--- src/pkg/cis_pkg.sv ---
// Constants and types for the command input scaling block.
// Assumes a 32-bit AHB-Lite register bus and converter samples synchronous to hclk.
// Notes on behaviour
// Mode and scaling parameters change only while the block is disabled.
// Four modes: unipolar one solenoid, split, bipolar, input-selected solenoid.
// Selecting a mode may swap the signal type to a compatible one.
// Types 0-10 V, +/-10 V, 0-20 mA, 4-20 mA; only mode-valid ones allowed.
// Voltage or current input is chosen from the signal type.
// Optional inversion of the input value before use as command.
// Cable-break detection can be switched on or off.
// Gain in 0.001 % steps per volt or milliampere, up to 100 %.
// A signal type change reloads the default gain for type and mode.
// A non-default gain may give under ten bits of resolution.
// Offset sets zero point: 0.01 V steps to 10 V, 0.02 mA to 20 mA.
// Default gains 10 %/V, 20 %/V split, 10 %/V bipolar, 6.25 %/mA.
// Command is input minus offset, times gain, inverted, limited 0-100 %.
// Cable-break flag when enabled and current falls below the live zero.
package cis_pkg;
   typedef enum logic [1:0] {MODE_UNI1, MODE_UNI2, MODE_BIP2, MODE_UNI_DIG} cis_mode_type;
   typedef enum logic [1:0] {SIG_V10, SIG_VBIP, SIG_MA20, SIG_MA4_20} cis_sig_type;
   typedef enum logic {ST_DISABLED, ST_ENABLED} cis_state_type;
   // Register byte offsets
   localparam logic [7:0] ADDR_CTRL = 8'h00;
   localparam logic [7:0] ADDR_MODE = 8'h04;
   localparam logic [7:0] ADDR_SIGT = 8'h08;
   localparam logic [7:0] ADDR_CFG = 8'h0C;
   localparam logic [7:0] ADDR_GAIN = 8'h10;
   localparam logic [7:0] ADDR_OFFS = 8'h14;
   localparam logic [7:0] ADDR_INPUT = 8'h18;
   localparam logic [7:0] ADDR_CMD = 8'h1C;
   localparam logic [7:0] ADDR_STAT = 8'h20;
   localparam logic [7:0] ADDR_MASK = 8'h24;
   localparam logic [7:0] ADDR_FLAGS = 8'h28;
   // Field positions
   localparam int CTRL_EN_BIT = 0;
   localparam int CFG_INV_BIT = 0;
   localparam int CFG_CB_BIT = 1;
   localparam int EV_CB = 0;
   localparam int EV_REFUSE = 1;
   localparam int EV_AUTO = 2;
   localparam int EV_W = 3;
   localparam int FL_CB = 0;
   localparam int FL_LOWRES = 1;
   localparam int FL_CURR = 2;
   localparam int FL_LIMIT = 3;
   localparam int CMD_NEG_BIT = 16;
   // Widths and scales: voltage in mV, current in uA, gain in 0.001 %/unit
   localparam int IN_W = 16;
   localparam int GAIN_W = 17;
   localparam int OFFS_W = 11;
   localparam int CMD_W = 14;
   localparam int PROD_W = IN_W + GAIN_W + 2;
   localparam logic [GAIN_W-1:0] GAIN_MIN = 17'h00001;
   localparam logic [GAIN_W-1:0] GAIN_MAX = 17'h186A0;
   localparam logic signed [OFFS_W-1:0] OFFS_MAX = 11'sh3E8;
   localparam logic signed [IN_W-1:0] OFFS_MV_STEP = 16'sh000A;
   localparam logic signed [IN_W-1:0] OFFS_UA_STEP = 16'sh0014;
   localparam logic [CMD_W-1:0] CMD_FULL = 14'h2710;
   localparam logic [CMD_W-1:0] CMD_HALF = 14'h1388;
   localparam int SCALE_DIV = 10000;
   localparam int CB_LIVE_ZERO_UA = 3600;
   // Default gains
   localparam logic [GAIN_W-1:0] G_10_PV = 17'h02710;
   localparam logic [GAIN_W-1:0] G_20_PV = 17'h04E20;
   localparam logic [GAIN_W-1:0] G_5_PMA = 17'h01388;
   localparam logic [GAIN_W-1:0] G_625_PMA = 17'h0186A;
   localparam logic [GAIN_W-1:0] G_10_PMA = 17'h02710;
   localparam logic [GAIN_W-1:0] G_125_PMA = 17'h030D4;
   // Reset values
   localparam logic [GAIN_W-1:0] GAIN_RST = G_10_PV;

   // Default gain for a mode and signal type
   function automatic logic [GAIN_W-1:0] default_gain(cis_mode_type m, cis_sig_type s);
      logic two;
      two = (m == MODE_UNI2);
      case (s)
         SIG_V10: default_gain = two ? G_20_PV : G_10_PV;
         SIG_VBIP: default_gain = G_10_PV;
         SIG_MA20: default_gain = two ? G_10_PMA : G_5_PMA;
         default: default_gain = two ? G_125_PMA : G_625_PMA;
      endcase
   endfunction

   // Signal type allowed in a mode
   function automatic logic sig_ok(cis_mode_type m, cis_sig_type s);
      sig_ok = ((m == MODE_BIP2) == (s == SIG_VBIP));
   endfunction

   // Nearest compatible signal type after a mode change
   function automatic cis_sig_type compat_sig(cis_mode_type m, cis_sig_type s);
      if (sig_ok(m, s))
         compat_sig = s;
      else if (m == MODE_BIP2)
         compat_sig = SIG_VBIP;
      else
         compat_sig = SIG_V10;
   endfunction
endpackage

--- src/pkg/cis_if.sv ---
// Carrier between the register side and the scaling engine.
// Assumes both ends share hclk.
`timescale 1ns/100ps
interface cis_if;
   import cis_pkg::*;
   logic signed [IN_W:0] diff;
   logic [GAIN_W-1:0] gain;
   logic invert;
   logic bipolar;
   logic [CMD_W-1:0] cmd;
   logic neg;
   logic limited;
   modport ctl (output diff, gain, invert, bipolar, input cmd, neg, limited);
   modport eng (input diff, gain, invert, bipolar, output cmd, neg, limited);
endinterface

--- src/rtl/cis_scale.sv ---
// Two-stage gain, inversion and limiting engine.
// Assumes the inputs in the carrier are stable or registered by the caller.
`timescale 1ns/100ps
module cis_scale
   import cis_pkg::*;
(
   input wire logic hclk,
   input wire logic hresetn,
   cis_if.eng bus
);
   import cis_pkg::*;
   localparam logic signed [PROD_W-1:0] DIV_S = PROD_W'(SCALE_DIV);
   logic signed [PROD_W-1:0] prod_q;
   logic signed [PROD_W-1:0] prod_raw;
   logic signed [PROD_W-1:0] quo;
   logic signed [PROD_W-1:0] full_s;
   logic [CMD_W-1:0] cmd_q;
   logic neg_q;
   logic lim_q;

   assign prod_raw = PROD_W'(bus.diff) * PROD_W'($signed({1'b0, bus.gain}));
   assign quo = prod_q / DIV_S;
   assign full_s = PROD_W'($signed({1'b0, CMD_FULL}));

   // Product stage with optional inversion after the gain
   always_ff @(posedge hclk or negedge hresetn)
   begin
      if (!hresetn)
         prod_q <= '0;
      else if (bus.invert)
         prod_q <= -prod_raw;
      else
         prod_q <= prod_raw;
   end

   // Divide to 0.01 % units and limit
   always_ff @(posedge hclk or negedge hresetn)
   begin
      if (!hresetn)
      begin
         cmd_q <= '0;
         neg_q <= 1'b0;
         lim_q <= 1'b0;
      end
      else if (bus.bipolar && quo < 0)
      begin
         neg_q <= 1'b1;
         lim_q <= (-quo > full_s);
         cmd_q <= (-quo > full_s) ? CMD_FULL : CMD_W'(-quo);
      end
      else
      begin
         neg_q <= 1'b0;
         lim_q <= (quo < 0) || (quo > full_s);
         cmd_q <= (quo < 0) ? '0 : (quo > full_s) ? CMD_FULL : CMD_W'(quo);
      end
   end

   assign bus.cmd = cmd_q;
   assign bus.neg = neg_q;
   assign bus.limited = lim_q;
endmodule

--- src/rtl/cis_top.sv ---
// Command input scaling block: AHB-Lite registers, routing, offset, cable break.
// Assumes converter samples arrive synchronous to hclk, voltage in mV, current in uA.
//
// Design decisions made here: the AHB-Lite interface to the registers and the placing of the registers.
`timescale 1ns/100ps
module cis_top
   import cis_pkg::*;
#(
   parameter int CB_THRESH_UA = CB_LIVE_ZERO_UA
)
(
   input wire logic hclk,
   input wire logic hresetn,
   input wire logic hsel,
   input wire logic [31:0] haddr,
   input wire logic [1:0] htrans,
   input wire logic hwrite,
   input wire logic [2:0] hsize,
   input wire logic [31:0] hwdata,
   input wire logic hready,
   output logic hreadyout,
   output logic hresp,
   output logic [31:0] hrdata,
   input wire logic signed [cis_pkg::IN_W-1:0] volt_in,
   input wire logic signed [cis_pkg::IN_W-1:0] curr_in,
   input wire logic sol_b_select,
   output logic [cis_pkg::CMD_W-1:0] cmd_value,
   output logic [cis_pkg::CMD_W-1:0] sol_a_cmd,
   output logic [cis_pkg::CMD_W-1:0] sol_b_cmd,
   output logic enabled,
   output logic cable_break,
   output logic irq
);
   import cis_pkg::*;

   // Threshold must sit inside the live-zero band of a 4-20 mA loop
   generate
      if (CB_THRESH_UA < 1 || CB_THRESH_UA > 4000)
      begin : g_bad_thresh
         $error("CB_THRESH_UA out of range");
      end
   endgenerate

   localparam logic signed [IN_W-1:0] CB_THR = IN_W'(CB_THRESH_UA);

   // Bus state
   logic wr_q;
   logic rd_q;
   logic rd_done_q;
   logic [7:0] addr_q;
   logic [31:0] hrdata_q;
   logic [31:0] rdata;
   logic take;
   logic hit;

   // Configuration state
   cis_state_type state_q;
   cis_mode_type mode_q;
   cis_mode_type mode_d;
   cis_sig_type sig_q;
   cis_sig_type sig_d;
   logic [GAIN_W-1:0] gain_q;
   logic [GAIN_W-1:0] gain_d;
   logic signed [OFFS_W-1:0] offs_q;
   logic inv_q;
   logic cb_en_q;
   logic [EV_W-1:0] stat_q;
   logic [EV_W-1:0] mask_q;
   logic [EV_W-1:0] events;
   logic refuse;
   logic auto_ev;
   logic offs_refuse;
   logic cfg_refuse;
   logic wr_ok;
   logic signed [OFFS_W-1:0] offs_new;

   // Datapath state
   logic use_curr;
   logic signed [IN_W-1:0] in_q;
   logic signed [IN_W-1:0] offs_native;
   logic cb_now;
   logic cb_q;
   logic [CMD_W-1:0] cmd_q;
   logic [CMD_W-1:0] sol_a_q;
   logic [CMD_W-1:0] sol_b_q;
   logic [CMD_W:0] split_lo;
   logic [CMD_W:0] split_hi;

   cis_if sc ();

   cis_scale u_scale (
      .hclk(hclk),
      .hresetn(hresetn),
      .bus(sc.eng)
   );

   // Address phase decode: whole-word transfers; writes in the low block only, reads elsewhere return zero
   assign take = hsel && hready && htrans[1] && (hsize == 3'h2);
   assign hit = (haddr[31:8] == 24'h000000);

   always_ff @(posedge hclk or negedge hresetn)
   begin
      if (!hresetn)
      begin
         wr_q <= 1'b0;
         rd_q <= 1'b0;
         addr_q <= 8'h00;
      end
      else if (hready)
      begin
         wr_q <= take && hwrite && hit;
         rd_q <= take && !hwrite;
         addr_q <= hit ? haddr[7:0] : 8'hFF;
      end
   end

   // Reads take one wait state so that data come from a flip-flop
   always_ff @(posedge hclk or negedge hresetn)
   begin
      if (!hresetn)
      begin
         rd_done_q <= 1'b0;
         hrdata_q <= 32'h00000000;
      end
      else if (rd_q && !rd_done_q)
      begin
         rd_done_q <= 1'b1;
         hrdata_q <= rdata;
      end
      else
         rd_done_q <= 1'b0;
   end

   assign hreadyout = !(rd_q && !rd_done_q);
   assign hresp = 1'b0;
   assign hrdata = hrdata_q;

   // Parameter writes land only while disabled
   assign wr_ok = wr_q && (state_q == ST_DISABLED);

   // Enable state machine
   always_ff @(posedge hclk or negedge hresetn)
   begin
      if (!hresetn)
         state_q <= ST_DISABLED;
      else if (wr_q && addr_q == ADDR_CTRL)
      begin
         case (state_q)
            ST_DISABLED: state_q <= hwdata[CTRL_EN_BIT] ? ST_ENABLED : ST_DISABLED;
            ST_ENABLED: state_q <= hwdata[CTRL_EN_BIT] ? ST_ENABLED : ST_DISABLED;
            default: state_q <= ST_DISABLED;
         endcase
      end
   end

   // Next mode, signal type and gain
   always_comb
   begin
      mode_d = mode_q;
      sig_d = sig_q;
      gain_d = gain_q;
      refuse = 1'b0;
      auto_ev = 1'b0;
      if (wr_q && !wr_ok)
         refuse = (addr_q == ADDR_MODE) || (addr_q == ADDR_SIGT) || (addr_q == ADDR_GAIN);
      else if (wr_ok)
      begin
         case (addr_q)
            ADDR_MODE:
            begin
               mode_d = cis_mode_type'(hwdata[1:0]);
               sig_d = compat_sig(mode_d, sig_q);
               auto_ev = (sig_d != sig_q);
            end
            ADDR_SIGT:
            begin
               if (sig_ok(mode_q, cis_sig_type'(hwdata[1:0])))
                  sig_d = cis_sig_type'(hwdata[1:0]);
               else
                  refuse = 1'b1;
            end
            ADDR_GAIN:
            begin
               if (hwdata[31:GAIN_W] == '0 && hwdata[GAIN_W-1:0] >= GAIN_MIN
                   && hwdata[GAIN_W-1:0] <= GAIN_MAX)
                  gain_d = hwdata[GAIN_W-1:0];
               else
                  refuse = 1'b1;
            end
            default:
            begin
               refuse = 1'b0;
            end
         endcase
      end
      if (sig_d != sig_q)
         gain_d = default_gain(mode_d, sig_d);
   end

   always_ff @(posedge hclk or negedge hresetn)
   begin
      if (!hresetn)
      begin
         mode_q <= MODE_UNI1;
         sig_q <= SIG_V10;
         gain_q <= GAIN_RST;
      end
      else
      begin
         mode_q <= mode_d;
         sig_q <= sig_d;
         gain_q <= gain_d;
      end
   end

   // Offset: signed steps of 10 mV or 20 uA, at most 1000 steps either way
   assign offs_new = hwdata[OFFS_W-1:0];
   assign offs_refuse = wr_q && addr_q == ADDR_OFFS
                        && (!wr_ok || offs_new > OFFS_MAX || offs_new < -OFFS_MAX);

   always_ff @(posedge hclk or negedge hresetn)
   begin
      if (!hresetn)
         offs_q <= '0;
      else if (wr_ok && addr_q == ADDR_OFFS && !offs_refuse)
         offs_q <= offs_new;
   end

   // Inversion and cable-break switches
   assign cfg_refuse = wr_q && !wr_ok && addr_q == ADDR_CFG;

   always_ff @(posedge hclk or negedge hresetn)
   begin
      if (!hresetn)
      begin
         inv_q <= 1'b0;
         cb_en_q <= 1'b0;
      end
      else if (wr_ok && addr_q == ADDR_CFG)
      begin
         inv_q <= hwdata[CFG_INV_BIT];
         cb_en_q <= hwdata[CFG_CB_BIT];
      end
   end

   // Input routing and sampling
   assign use_curr = (sig_q == SIG_MA20) || (sig_q == SIG_MA4_20);

   always_ff @(posedge hclk or negedge hresetn)
   begin
      if (!hresetn)
         in_q <= '0;
      else
         in_q <= use_curr ? curr_in : volt_in;
   end

   // Offset in input units, then the engine operands
   assign offs_native = IN_W'(offs_q * (use_curr ? OFFS_UA_STEP : OFFS_MV_STEP));
   assign sc.diff = (IN_W+1)'(in_q) - (IN_W+1)'(offs_native);
   assign sc.gain = gain_q;
   assign sc.invert = inv_q;
   assign sc.bipolar = (mode_q == MODE_BIP2);

   // Cable break on the live-zero current loop
   assign cb_now = cb_en_q && (sig_q == SIG_MA4_20) && (curr_in < CB_THR);

   always_ff @(posedge hclk or negedge hresetn)
   begin
      if (!hresetn)
         cb_q <= 1'b0;
      else
         cb_q <= cb_now;
   end

   // Command and solenoid distribution, forced to zero when disabled or broken
   assign split_lo = (CMD_W+1)'({1'b0, CMD_HALF - sc.cmd} << 1);
   assign split_hi = (CMD_W+1)'({1'b0, sc.cmd - CMD_HALF} << 1);

   always_ff @(posedge hclk or negedge hresetn)
   begin
      if (!hresetn)
      begin
         cmd_q <= '0;
         sol_a_q <= '0;
         sol_b_q <= '0;
      end
      else if (state_q != ST_ENABLED || cb_q)
      begin
         cmd_q <= '0;
         sol_a_q <= '0;
         sol_b_q <= '0;
      end
      else
      begin
         cmd_q <= sc.cmd;
         case (mode_q)
            MODE_UNI1:
            begin
               sol_a_q <= sc.cmd;
               sol_b_q <= '0;
            end
            MODE_UNI2:
            begin
               sol_a_q <= (sc.cmd < CMD_HALF) ? CMD_W'(split_lo) : '0;
               sol_b_q <= (sc.cmd < CMD_HALF) ? '0 : CMD_W'(split_hi);
            end
            MODE_BIP2:
            begin
               sol_a_q <= sc.neg ? '0 : sc.cmd;
               sol_b_q <= sc.neg ? sc.cmd : '0;
            end
            default:
            begin
               sol_a_q <= sol_b_select ? '0 : sc.cmd;
               sol_b_q <= sol_b_select ? sc.cmd : '0;
            end
         endcase
      end
   end

   assign cmd_value = cmd_q;
   assign sol_a_cmd = sol_a_q;
   assign sol_b_cmd = sol_b_q;
   assign enabled = (state_q == ST_ENABLED);
   assign cable_break = cb_q;

   // Sticky events; a new event wins over a write-one clear
   assign events[EV_CB] = cb_now && !cb_q;
   assign events[EV_REFUSE] = refuse || offs_refuse || cfg_refuse;
   assign events[EV_AUTO] = auto_ev;

   always_ff @(posedge hclk or negedge hresetn)
   begin
      if (!hresetn)
         stat_q <= '0;
      else if (wr_q && addr_q == ADDR_STAT)
         stat_q <= (stat_q & ~hwdata[EV_W-1:0]) | events;
      else
         stat_q <= stat_q | events;
   end

   always_ff @(posedge hclk or negedge hresetn)
   begin
      if (!hresetn)
         mask_q <= '0;
      else if (wr_q && addr_q == ADDR_MASK)
         mask_q <= hwdata[EV_W-1:0];
   end

   assign irq = |(stat_q & mask_q);

   // Read multiplexer; unmapped offsets read as zero
   always_comb
   begin
      rdata = 32'h00000000;
      case (addr_q)
         ADDR_CTRL: rdata[CTRL_EN_BIT] = (state_q == ST_ENABLED);
         ADDR_MODE: rdata[1:0] = mode_q;
         ADDR_SIGT: rdata[1:0] = sig_q;
         ADDR_CFG:
         begin
            rdata[CFG_INV_BIT] = inv_q;
            rdata[CFG_CB_BIT] = cb_en_q;
         end
         ADDR_GAIN: rdata[GAIN_W-1:0] = gain_q;
         ADDR_OFFS: rdata = 32'(offs_q);
         ADDR_INPUT: rdata = 32'(in_q);
         ADDR_CMD:
         begin
            rdata[CMD_W-1:0] = cmd_q;
            rdata[CMD_NEG_BIT] = sc.neg;
         end
         ADDR_STAT: rdata[EV_W-1:0] = stat_q;
         ADDR_MASK: rdata[EV_W-1:0] = mask_q;
         ADDR_FLAGS:
         begin
            rdata[FL_CB] = cb_q;
            rdata[FL_LOWRES] = (gain_q != default_gain(mode_q, sig_q));
            rdata[FL_CURR] = use_curr;
            rdata[FL_LIMIT] = sc.limited;
         end
         default: rdata = 32'h00000000;
      endcase
   end
endmodule

--- config.mk ---
export PLATFORM = sky130hd
export DESIGN_NAME = cis_top
export DESIGN_NICKNAME = d
export VERILOG_FILES = /design/src/pkg/cis_pkg.sv /design/src/pkg/cis_if.sv /design/src/rtl/cis_scale.sv /design/src/rtl/cis_top.sv
export SDC_FILE = /design/constraint.sdc
export NUM_CORES = 2
export LEC_CHECK = 0
export ABC_AREA = 1
export BUFFER_PORTS_ARGS = -buffer_cell sky130_fd_sc_hd__buf_2
export CORE_MARGIN = 8
export CORE_UTILIZATION = 50
export CTS_CLUSTER_SIZE = 24
export DETAILED_ROUTE_END_ITERATION = 6
export PLACE_DENSITY = 0.75
export SETUP_SLACK_MARGIN = 0.5
export SKIP_CTS_REPAIR_TIMING = 1
export SYNTH_ARGS = -nofsm -noshare
export SYNTH_HDL_FRONTEND = slang
export SYNTH_SLANG_ARGS = --single-unit
--- constraint.sdc ---
create_clock -name hclk -period 23.5 [get_ports hclk]
set_clock_uncertainty 0.2 [all_clocks]
set_input_delay 1.175 -clock hclk [delete_from_list [all_inputs] [get_ports hclk]]
set_output_delay 1.175 -clock hclk [all_outputs]
set_load 0.02 [all_outputs]
==> impl_metrics.py <==
metrics = {
    "status": {
        "status": "complete, but fails checks",
        "violations": "DRC",
    },
    "floorplanning": {
        "start_util": 0.5043,
        "ioPinCount": 186,
        "design.core.area_sq_mm": 0.06423,
        "rows": 93,
        "die_height_um": 270.5,
        "die_width_um": 270.5,
        "dieArea_sq_mm": 0.07319,
    },
    "yosys": {
        "synth-xor-area-share": 0.05199,
        "yosys.area_share.adder": 0.2186,
        "synth_simple_gate_area_share": 0.3784,
        "postSynthAreaPerCell_sq_um": 7.210,
        "synth_top_family_by_area": "simple AND/OR/NAND/NOR gates",
        "ys_seq_area_frac": 0.1392,
        "synth.cell_area_sq_mm": 0.03239,
        "synth_top_flop_cell": "dfrtp_1",
        "synth-edff-count": 0,
        "synth_compound_area_frac": 0.09053,
        "synth_cell_type_count": 82,
        "async_reset_ff_frac": 1.000,
        "synthCells": 4493,
        "yosys_warnings": 0,
        "synthTopCellsByArea": "fa_1, dfrtp_1, nand2_1, inv_1, ha_1",
        "ys_ff_latch": 180,
        "synth_top_area_share": 0.1514,
        "synth_top_area_cell": "fa_1",
        "synthMuxAreaShare": 0,
    },
    "global_routing": {
        "grt_pass1_wl_um": 139800,
        "grt_usage": 0.2265,
        "grt_overflow": 0,
        "grt_antenna_before_repair": 0,
        "grt_max_degree": 121,
        "grt_pass1_vias": 28180,
    },
    "clock_network": {
        "clk_latency_ns": 0.46,
        "h-tree-depth": 4,
        "cts_buffer_depth": 2,
        "cts_tree": "done",
        "clock_sinks": 180,
        "numCtsBuffers": 17,
        "clk_pin_slew_ns": 0.08,
        "cts-root-buf": "clkbuf_16",
    },
    "detailed_routing": {
        "drt_iter0_drc": 2119,
        "drt_first_pass_iters": 7,
        "drt-wirelength-per-cell_um": 15.45,
        "viasPerCell": 5.325,
        "drc": 1,
        "drtAntennaViolNets": 0,
        "dr_total_vias": 29500,
        "wl_um": 85600,
    },
    "placement": {
        "gp_congestion": 0.9474,
        "place_ws_ns": 0.1520,
        "port_buffers": 183,
        "dp_hpwl_um": 69470,
    },
    "sta": {
        "worstMarginPinSlew_ns": 1.161,
        "fin_crit_sh": 0.9057,
        "fin_crit_ns": 21.28,
        "fin_ws_ns": 2.216,
        "slew_headroom": 0.2202,
        "max_freq_ghz": 0.04698,
        "hold_viol": 0,
        "rsz0062_at_grt": "false",
        "setup_viol": 0,
        "slew_viol_final": 0,
        "whs_ns": 0.2781,
    },
    "worst_setup_path": {
        "crit_type": "reg -> reg",
        "arrival_ns": 21.48,
        "cp-end-kind": "flip-flop",
        "path_max_fanout": 19,
        "cp.required_ns": 23.69,
        "crit_top_cell": "nand2_2",
        "slowest_delay_ns": 0.47,
        "r2r_slack_ns": 2.22,
        "cp-start-kind": "flip-flop",
        "worst_path_max_delay_cell": "xor2_1",
    },
    "run": {
        "drv_cap": 0,
    },
    "min_path": {
        "min_path_type": "reg -> reg",
    },
    "final_layout": {
        "syn_to_final_growth_pct": 8.509,
        "final_common_cell": "nand2_1",
        "nNetsFinal": 5199,
        "final_cell_mix": "nand2_1, inv_1, nor2_1, nand3_1, fa_1",
        "antenna_cells": 0,
        "layout-drive-gt1-share": 0.2089,
    },
}
cells in the mapped netlist, types with 13 or more instances:
library cell	count
nand3b_1	15
nand3_4	19
clkbuf_1	63
buf_4	18
nor2_4	47
inv_2	57
o21bai_1	14
nand3_1	260
xor2_1	133
nor4_1	22
a221oi_1	19
nand2_1	999
o21ai_0	153
xnor2_1	50
or2_2	16
fa_1	245
clkinv_1	13
ha_1	174
nor2_1	379
a31oi_1	14
nand2_2	208
nand2_4	145
dfrtp_1	175
a21oi_1	135
inv_1	709
nor2_2	46
o22ai_1	14
nand3_2	41
nand4_1	61
nor3_1	43
o21ai_1	19
buf_12	13
o21ai_2	15
area by class of cell:
cell class              instances  area (sq um)
flip-flops and latches        180          4512
repair buffers                251          1460
multi-input cells            3423         24390
inverters                     800          3092
clock inverters                15         198.9
clock buffers                  17         425.4
well taps                     855          1070
fillers                      6110         29080
critical path: cells and delay by family (launching register included):
family	cells	cell delay [ns]
simple gates	126	15.23
compound gates	11	2.22
buf+inv	18	2.17
xor+xnor	1	0.47
flops	1	0.40
fa+ha+maj	2	0.40
per-layer routing:
layer  part of all wire  GRT usage  up-vias
met3              0.071    0.03943      219
met4              0.040    0.08721        0
met2               0.47     0.3814     1040
li1                   -          -    14360
met5                  0          0        -
met1               0.41     0.2878    13890
cell families after synthesis:
kind of cell | after synthesis
other cells | 2
buf+inv | 913
flops | 180
xor+xnor | 188
fa+ha+maj | 419
compound gates | 464
simple gates | 2327
stage by stage:
stage / util / instances / TNS (ns) / cell area (sq um)
2_1_floorplan: - / 4512 / 0 / 32470
3_3_place_gp: 0.5250 / 5449 / 0 / 33720
3_5_place_dp: 0.5250 / 5449 / 0 / 33720
4_1_cts: 0.5347 / 5481 / -0.02219 / 34340
5_1_grt: 0.5473 / 5541 / 0 / 35150
6_report: 0.5473 / 5541 / 0 / 35150
worst paths after layout:
check                                      endpoint         startpoint  cells past startpoint
worst max-delay path            u_scale.bus.cmd[11]  u_scale.prod_q[0]                    158
worst min register to register           hrdata[12]         hrdata[12]                      2
worst max register to register  u_scale.bus.cmd[11]  u_scale.prod_q[0]                    158
min in group asynchronous                 hrdata[4]            hresetn                      1
max in group asynchronous        u_scale.prod_q[34]            hresetn                      2
worst min-delay path                     hrdata[12]         hrdata[12]                      2
registers in the layout, indices dropped and copies added (netlist names), 3 cells and up:
name,count
hrdata,18
gain_q,17
u_scale.prod_q,35
mask_q,3
sol_a_cmd,14
stat_q,3
u_scale.bus.cmd,14
offs_q,11
sol_b_cmd,14
in_q,16
cmd_value,14
addr_q,8
Power is left out: the tool's default activity adds up to more than one toggle a clock period on the data nets, which glitch-free logic cannot reach.
